File: src/design/ppmc_pkg.sv
// Constants and types of the power-management capability register block.
// Notes on behaviour
// - Next-pointer byte always reads zero.
// - Capabilities word at A2h, resets to FE11h.
// - Bit 15 writable, resets to one.
// - Bits 14..11 read one, ignore writes.
// - Bit 10 reads one: D2 supported.
// - Bit 9 reads one: D1 supported.
// - Bits 8..6 reserved, read zero.
// - Bit 5 reads zero: no special init.
// - Bit 4 follows bit 15.
// - Bit 3 reads zero: no bus clock needed.
// - Bits 2..0 read version 001b.
// - Bit 15 restore on bus reset depends on wake enable; global reset always restores it.
// - Capability identifier byte reads 01h.
// - Wake enable is writable control bit 8.
package ppmc_pkg;
  localparam logic [7:0]  OFS_CAP_ID        = 8'hA0;
  localparam logic [7:0]  OFS_NEXT_PTR      = 8'hA1;
  localparam logic [7:0]  OFS_PM_CAPS       = 8'hA2;
  localparam logic [7:0]  OFS_PM_CTRL       = 8'hA4;
  localparam logic [7:0]  CAP_ID_VAL        = 8'h01;
  localparam logic [7:0]  NEXT_PTR_VAL      = 8'h00;
  localparam logic [15:0] PM_CAPS_RST       = 16'hFE11;
  localparam logic [3:0]  WAKE_STATES_VAL   = 4'hF;
  localparam logic [2:0]  PM_VERSION_VAL    = 3'h1;
  localparam int          CAPS_COLD_BIT     = 15;
  localparam int          CAPS_WAKE_LSB     = 11;
  localparam int          CAPS_D2_BIT       = 10;
  localparam int          CAPS_D1_BIT       = 9;
  localparam int          CAPS_AUX_BIT      = 4;
  localparam int          CAPS_CLK_BIT      = 3;
  localparam int          CTRL_WAKE_EN_BIT  = 8;
  localparam logic        COLD_WAKE_RST     = 1'h1;
  localparam logic        WAKE_EN_RST       = 1'h0;
endpackage : ppmc_pkg

File: src/design/ppmc_rd_if.sv
// Carrier between the register core and its read-data assembler.
`timescale 1ns/100ps
interface ppmc_rd_if;
  logic        rd_stb;
  logic [5:0]  dw_addr;
  logic        cold_wake;
  logic        wake_en;
  logic [31:0] rdata;
  modport core (output rd_stb, dw_addr, cold_wake, wake_en, input rdata);
  modport mux  (input rd_stb, dw_addr, cold_wake, wake_en, output rdata);
endinterface : ppmc_rd_if

File: src/design/ppmc_sync.sv
// Two-stage synchroniser for the reset pins.
`timescale 1ns/100ps
module ppmc_sync
  import ppmc_pkg::*;
(
  input  wire logic       clk,     // Core clock.
  input  wire logic       rst_b,   // Asynchronous reset, active low.
  input  wire logic [1:0] pin_in,  // Asynchronous pin levels.
  output logic      [1:0] pin_out  // Levels after two flip-flops.
);
  typedef struct packed {
    logic [1:0] s1;
    logic [1:0] s2;
  } ppmc_sync_t;

  ppmc_sync_t st_q;
  ppmc_sync_t st_d;

  always_comb begin
    st_d    = st_q;
    st_d.s1 = pin_in;
    st_d.s2 = st_q.s1;
  end

  always_ff @(posedge clk or negedge rst_b) begin
    if (!rst_b) begin
      st_q <= '0;
    end else begin
      st_q <= st_d;
    end
  end

  assign pin_out = st_q.s2;
endmodule : ppmc_sync

File: src/design/ppmc_rdmux.sv
// Read-data assembler: builds the addressed doubleword into a register.
`timescale 1ns/100ps
module ppmc_rdmux
  import ppmc_pkg::*;
(
  input  wire logic clk,   // Core clock.
  input  wire logic rst_b, // Asynchronous reset, active low.
  ppmc_rd_if.mux    rif    // Read request and register state.
);
  typedef struct packed {
    logic [31:0] rdata;
  } ppmc_rdmux_t;

  ppmc_rdmux_t st_q;
  ppmc_rdmux_t st_d;
  logic [15:0] caps;
  logic [31:0] ctrl;

  always_comb begin
    caps                           = '0;
    caps[CAPS_COLD_BIT]            = rif.cold_wake;
    caps[CAPS_WAKE_LSB+3:CAPS_WAKE_LSB] = WAKE_STATES_VAL;
    caps[CAPS_D2_BIT]              = 1'h1;
    caps[CAPS_D1_BIT]              = 1'h1;
    caps[CAPS_AUX_BIT]             = rif.cold_wake;
    caps[2:0]                      = PM_VERSION_VAL;
    ctrl                           = '0;
    ctrl[CTRL_WAKE_EN_BIT]         = rif.wake_en;
    st_d                           = '0;
    if (rif.rd_stb) begin
      // The whole doubleword is returned; the master picks its byte lanes.
      if (rif.dw_addr == OFS_CAP_ID[7:2]) begin
        st_d.rdata = {caps, NEXT_PTR_VAL, CAP_ID_VAL};
      end else if (rif.dw_addr == OFS_PM_CTRL[7:2]) begin
        st_d.rdata = ctrl;
      end
    end
  end

  always_ff @(posedge clk or negedge rst_b) begin
    if (!rst_b) begin
      st_q <= '0;
    end else begin
      st_q <= st_d;
    end
  end

  assign rif.rdata = st_q.rdata;
endmodule : ppmc_rdmux

File: src/design/ppmc_regs.sv
// Power-management capability registers with wake-aware bit 15 restore.
//
// Design decision made here: strobed register access.
`timescale 1ns/100ps
module ppmc_regs
  import ppmc_pkg::*;
(
  input  wire logic        clk,             // Core clock, 250 MHz.
  input  wire logic        rst_b,           // Asynchronous reset, active low.
  input  wire logic        global_reset_in, // Global reset pin, active high.
  input  wire logic        bus_reset_in,    // Bus reset pin, active high.
  input  wire logic [7:0]  addr,            // Byte address, low two bits ignored.
  input  wire logic [31:0] wdata,           // Write data.
  input  wire logic [3:0]  byte_en,         // Write byte enables.
  input  wire logic        wr_stb,          // Write strobe.
  input  wire logic        rd_stb,          // Read strobe.
  output logic      [31:0] rdata,           // Read data, cycle after rd_stb.
  output logic             cold_wake,       // Cold-state wake advertised.
  output logic             wake_en          // Wake signalling enabled.
);
  typedef struct packed {
    logic cold_wake;
    logic wake_en;
  } ppmc_regs_t;

  ppmc_regs_t  st_q;
  ppmc_regs_t  st_d;
  logic [1:0]  rst_sync;
  logic        glob_rst;
  logic        brst;
  logic [5:0]  dw_addr;
  logic        cap_wr;
  logic        ctrl_wr;

  ppmc_rd_if rif ();

  // Reset pins are asynchronous to clk and are synchronised first.
  ppmc_sync ppmc_sync_inst (
    .clk     (clk),
    .rst_b   (rst_b),
    .pin_in  ({bus_reset_in, global_reset_in}),
    .pin_out (rst_sync)
  );

  ppmc_rdmux ppmc_rdmux_inst (
    .clk   (clk),
    .rst_b (rst_b),
    .rif   (rif)
  );

  assign glob_rst = rst_sync[0];
  assign brst    = rst_sync[1];
  assign dw_addr = addr[7:2];
  assign cap_wr  = wr_stb && (dw_addr == OFS_PM_CAPS[7:2]) && byte_en[3];
  assign ctrl_wr = wr_stb && (dw_addr == OFS_PM_CTRL[7:2]) && byte_en[1];

  always_comb begin
    st_d = st_q;
    // Only the top byte lane of the capabilities word holds a writable bit.
    if (cap_wr) begin
      st_d.cold_wake = wdata[16+CAPS_COLD_BIT];
    end
    if (ctrl_wr) begin
      st_d.wake_en = wdata[CTRL_WAKE_EN_BIT];
    end
    // With wake enabled the bus reset must not erase the wake context.
    if (brst && !st_q.wake_en) begin
      st_d.cold_wake = COLD_WAKE_RST;
    end
    if (glob_rst) begin
      st_d.cold_wake = COLD_WAKE_RST;
      st_d.wake_en   = WAKE_EN_RST;
    end
  end

  always_ff @(posedge clk or negedge rst_b) begin
    if (!rst_b) begin
      st_q <= '{cold_wake: COLD_WAKE_RST, wake_en: WAKE_EN_RST};
    end else begin
      st_q <= st_d;
    end
  end

  assign rif.rd_stb    = rd_stb;
  assign rif.dw_addr   = dw_addr;
  assign rif.cold_wake = st_q.cold_wake;
  assign rif.wake_en   = st_q.wake_en;
  assign rdata         = rif.rdata;
  assign cold_wake     = st_q.cold_wake;
  assign wake_en       = st_q.wake_en;

  // Checks below watch the registered read data against the state it came from, and the write and reset updates of bit 15 and wake enable.
  logic cap_rd;
  logic ctl_rd;
  logic oth_rd;
  assign cap_rd = rd_stb && (dw_addr == OFS_CAP_ID[7:2]);
  assign ctl_rd = rd_stb && (dw_addr == OFS_PM_CTRL[7:2]);
  assign oth_rd = rd_stb && !cap_rd && !ctl_rd;
endmodule : ppmc_regs

File: config.mk
export PLATFORM = sky130hd
export DESIGN_NAME = ppmc_regs
export DESIGN_NICKNAME = d
export VERILOG_FILES = /design/src/design/ppmc_pkg.sv /design/src/design/ppmc_rd_if.sv /design/src/design/ppmc_sync.sv /design/src/design/ppmc_rdmux.sv /design/src/design/ppmc_regs.sv
export SDC_FILE = /design/constraint.sdc
export NUM_CORES = 1
export LEC_CHECK = 0
export ABC_CLOCK_PERIOD_IN_PS = 1000
export BUFFER_PORTS_ARGS = -buffer_cell sky130_fd_sc_hd__clkbuf_2
export CORE_MARGIN = 3
export CORE_UTILIZATION = 29
export CTS_BUF_LIST = sky130_fd_sc_hd__clkbuf_8 sky130_fd_sc_hd__clkbuf_16
export DETAILED_ROUTE_END_ITERATION = 10
export MAX_ROUTING_LAYER = met4
export PLACE_DENSITY = 0.78
export SYNTH_ARGS = -nofsm -noshare
export SYNTH_HDL_FRONTEND = slang
export SYNTH_SLANG_ARGS = --single-unit
export TNS_END_PERCENT = 20
File: constraint.sdc
create_clock -name clk -period 1 [get_ports clk]
set_input_delay 0.15 -clock clk [delete_from_list [all_inputs] [get_ports clk]]
set_output_delay 0.15 -clock clk [all_outputs]
set_load 0.03 [all_outputs]
Word level (Yosys, flattened, before mapping)
Index checks and enable logic that the tools add are counted.
{"block": "word_totals", "ff_bits": 38, "latchBits": 0, "ramBits": 0, "mem_bits_ro": 0, "in_bits": 50, "out_inout_bits": 34, "elab_cells": 22, "mem_count": 0}
{"block": "classes", "addsub": 0, "n_mul": 0, "n_div": 0, "n_lt_le_gt_ge": 0, "eq_ne": 2, "shift": 0, "mux": 7, "bitwise_logic": 0, "n_reduce_logical": 8}
{"cell": "$mux W32", "count": 2}
{"cell": "$eq A6 B6 Y1 const B", "count": 2}
{"cell": "$mux W9", "count": 1}
{"cell": "$logic_and A1 B1 Y1", "count": 5}
{"cell": "$mux W1", "count": 3}
{"cell": "$reduce_bool A3 Y1", "count": 1}
{"cell": "$mux W2", "count": 1}
{"cell": "$reduce_bool A2 Y1", "count": 1}
{"cell": "$logic_not A1 Y1", "count": 1}

Longest topological paths before layout
{"block": "depth", "depth_word": 6, "ltp_mapped": 3, "depth_no_buf": 3}

By module
A second synthesis with hierarchy kept.
{"block": "unflattened", "hier_cells": 57, "hier_area_um2": 598.1}
{"mod": "ppmc_rdmux", "n_inst": 1, "cells_each": 39, "area_each_um2": 366.6, "seq_area_each_um2": 75.1}
{"mod": "ppmc_regs", "n_inst": 1, "cells_each": 14, "area_each_um2": 131.4, "seq_area_each_um2": 51.3}
{"mod": "ppmc_sync", "n_inst": 1, "cells_each": 4, "area_each_um2": 100.1, "seq_area_each_um2": 100.1}

Worst setup path after synthesis
OpenSTA, ideal clock, no wires.
{"block": "synth_timing", "path_kind": "register to register", "startpoint": "register st_q, in the netlist wake_en", "endpoint": "register st_q, in the netlist cold_wake", "setup_time_ps": 87, "arrival_time_ps": 887, "t_required_ps": 913, "slack_ps": 26, "path_stages_with_launch": 4, "path_buffers": 0, "period_less_slack_ps": 974, "cell_sequence": "dfrtp_1 inv_1 a211oi_1 mux2i_1"}
{"block": "synth_via", "elab_chain_len": 4, "word_cells_on_any_way": 5, "cone_classes": "2 x mux; 3 x reduce/logical"}
{"item": "start: declaration", "line_no": "ppmc_regs.sv:26", "source": "ppmc_regs_t st_q;"}
{"item": "start signal: assignment", "line_no": "ppmc_regs.sv:78", "source": "st_q <= '{cold_wake: COLD_WAKE_RST, wake_en: WAKE_EN_RST};"}
{"item": "start signal: assignment", "line_no": "ppmc_regs.sv:80", "source": "st_q <= st_d;"}
{"item": "$logic_not A1 Y1 *", "line_no": "ppmc_regs.sv:67", "source": "if (brst && !st_q.wake_en) begin"}
{"item": "$logic_and A1 B1 Y1 *", "line_no": "ppmc_regs.sv:67"}
{"item": "$mux W1", "line_no": "ppmc_regs.sv:67"}
{"item": "$mux W2", "line_no": "ppmc_regs.sv:70", "source": "if (glob_rst) begin"}
Every way passes the cells marked *; elsewhere a longest branch is shown, timed or not.
A chain may end at the register's enable or synchronous reset.

Final worst setup path
{"block": "layout_timing", "startpoint": "register st_q, in the netlist cold_wake", "endpoint": "output port cold_wake"}
{"item": "end: declaration", "line_no": "ppmc_regs.sv:18", "source": "output logic cold_wake,"}
No word-level cell between the ends.

==> summary.md <==
| Metric | Value |
|---|---|
| Vias in the first global route | just under 400 |
| Most common cell after layout, fill and taps aside | conb_1 |
| Post-Synthesis Cells | 56 |
| Unique masters post-synth | 17 |
| Core box area | between 1500 and 2000 um^2 |
| Post-route insts no fill | roughly 110 |
| Status | complete, but fails checks |
| Hold path depth | 1 |
| Cell Rows | 15 |
| Critical path's top delay family | flip-flops |
| CP bufs+invs | 1 |
| Period minus WS final | about 1.1 ns |
| Max Root-Sink Buffers | 2 |
| Crit Path Class | reg -> out |
| Total CTS buffers | 3 |
| GRT busiest layer | met2 |
| Pre-Repair DR Iteration Count | 2 |
| Worst path max stage delay | 0.54 ns |
| Pwr dens | 1320 nW/um^2 |
| Port buffer count | 28 |
| Chip height | 51.3 um |
| Hold Fails Final Rpt | 0 |
| Cell count after placement | 100 |
| Initial antenna violation count | 0 |
| Leading area contributor after synthesis | buf_4 |
| GR Util met3 | 0.0554 |
| Synth warn | 0 |
| Setup slack after layout | -0.0533 ns |
| Final #Nets | 132 |
| Dpl hpwl | around 900 um |
| Final Power | 0.964 mW |
| CTS tree | done |
| Critical Path Sink Type | output port |
| Fmax | 0.949 GHz |
| Cells along the critical path | buf_8 |
| Met2 Use GR | 0.178 |
| Arr. time, crit path | 0.90 ns |
| Final core occ | 0.401 |
| Share of layout cells above drive strength 1 | 0.457 |
| GRT Total Usage | 0.0973 |
| R2R cell count | 3 |
| Largest net degree at the start of global routing | 10 |
| Most frequent cells in the layout | conb_1 (21), clkbuf_2 (18), buf_4 (8) |
| Post-route ant nets | 0 |
| Failing checks | setup timing |
| Worst path slowest cell | dfstp_2 |
| Wire length after detailed routing | 1090 um |
| CP required | 0.85 ns |
| DRC | 0 |
| Root Buffer | clkbuf_8 |
| Seq/Total Area, Yosys | 0.381 |
| First-pass GRT wire length | about 1700 um |
| Wire per inst | 10.3 um |
| # fillers | roughly 190 |
| Vias per inst | 3.87 |
| Synth top area share | 0.366 |
| RD Place Congestion | ~0.75 |
| Peak VDD IR | 0.954 mV |
| Crit-path max FO | 2 |
| Met1 Track Usage GR | 0.0739 |
| HP Class | in -> reg |
| Global route overflow | 0 |
| CP Launch Point | cold_wake$_DFFE_PN1P_ |
| Pre-CTS setup slack | -0.0717 ns |
| Worst setup SP type | register |
| DR iter-0 viols | 4 |
| Synth top area cells | buf_4 (37%), dfrtp_1 (34%), nand4bb_4 (4.6%), dfstp_2 (4.4%), nor4_4 (3.6%) |
| Final number of setup-violating endpoints | 8 |
| Total of max-cap violations | 0 |
| Yosys reg bits | 9 |
| LEAKAGE | about 0.38 nW |
| Die X | approximately 51 um |
| HP Start | bus_reset_in |
| I/O Pins | 84 |
| Worst-path clk slew | ~0.040 ns |
| Pins Over Slew Limit | 0 |
| Synthesized area | 594 um^2 |
| Antenna Cells | 0 |
| Fin crit share | 1.05 |
| Number of cells on the critical path | 1 |
| Worst Skew | just under 0.005 ns |
| Syn avg cell area | about 11 um^2 |
| RSZ-0062 raised after global routing | true |
| H-tree levels | 1 |
| Via count | between 400 and 500 |
| Worst-skew pair later-pin latency | 0.24 ns |
| Die area | ~2600 um^2 |
| Area growth syn-to-layout | 22.7% |
| RR Startpoint | cold_wake$_DFFE_PN1P_ |
| Starting density of the core | 0.326 |
| Clock sink count | 9 |
==> metal layers <==
metal  vias to the layer above  share of wire
met5                         -              0
met4                         0          0.025
met3                         5           0.16
met2                        37           0.53
met1                       186           0.28
li1                        182              -
==> cell families after synthesis <==
logic type      Yosys count  synth area share
other cells               1           0.00631
compound gates            4            0.0484
mux                       1            0.0168
simple gates              9             0.162
flops                     9             0.381
buf+inv                  32             0.385
==> stage by stage <==
step / hold WS (ns) / area, um^2 / setup TNS, ns
after floorplan: -0.146 / 669 / 0
after global placement: 0.00574 / 623 / -0.0246
after detailed placement: 0.0147 / 623 / -0.0717
after CTS: 0.0132 / 724 / -0.372
after global routing: 0.0134 / 729 / -0.526
final: 0.0241 / 729 / -0.193
==> cell usage after synthesis (all sizes together) <==
master	instances
inv	3
o21ai	1
nand4bb	1
and2	1
dfrtp	8
nor2b	1
dfstp	1
nand4b	1
mux2i	1
buf	29
conb	1
o41ai	1
a211oi	2
nor4	3
nand2	2
==> state kept, by name (all words and copies together), names as in the netlist <==
signal,flops
wake_en,1
ppmc_sync_inst.st_d,2
cold_wake,1
ppmc_rdmux_inst.rif.rdata,3
ppmc_sync_inst.pin_out,2
==> final timing paths <==
check	slack [ns]	end
min reg2reg	0.35	ppmc_sync_inst.pin_out[1]$_DFF_PN0_
max	-0.05	cold_wake
min in group asynchronous	0.30	ppmc_rdmux_inst.rif.rdata[8]$_DFF_PN0_
max in group asynchronous	0.45	cold_wake$_DFFE_PN1P_
min	0.02	ppmc_sync_inst.st_d[1]$_DFF_PN0_
max reg2reg	0.11	cold_wake$_DFFE_PN1P_
==> power by group <==
| group | internal (mW) | switching (mW) | total, mW |
|---|---|---|---|
| Sequential | 0.375 | 0.00537 | 0.380 |
| Combinational | 0.0353 | 0.140 | 0.175 |
| Clock | 0.267 | 0.142 | 0.409 |
==> timing repair <==
item / 4_1_cts / 5_1_grt
resized for setup: 13 / 10
setup buffers: 1 / 0
hold endpoints to repair: 9 / 0
cloned: 0 / 0
endpoints found under the setup margin: 10 / 10
hold buffers: 1 / 0
==> area by class of cell <==
| type | instances | area (um^2) | area share |
|---|---|---|---|
| flip-flops and latches | 9 | 228 | 0.312 |
| well taps | 25 | 31.3 | 0.0429 |
| multi-input cells | 35 | 214 | 0.293 |
| clock inverters | 1 | 3.75 | 0.00515 |
| clock buffers | 3 | 41.3 | 0.0566 |
| repair buffers | 30 | 200 | 0.274 |
| inverters | 3 | 11.3 | 0.0154 |
==> worst register-to-register path: stages, from the launching register on <==
cell      delay, ns
dfstp_2        0.54
buf_4          0.11
a211oi_1       0.04
mux2i_1        0.13
Power figures use the tool's default switching activity.
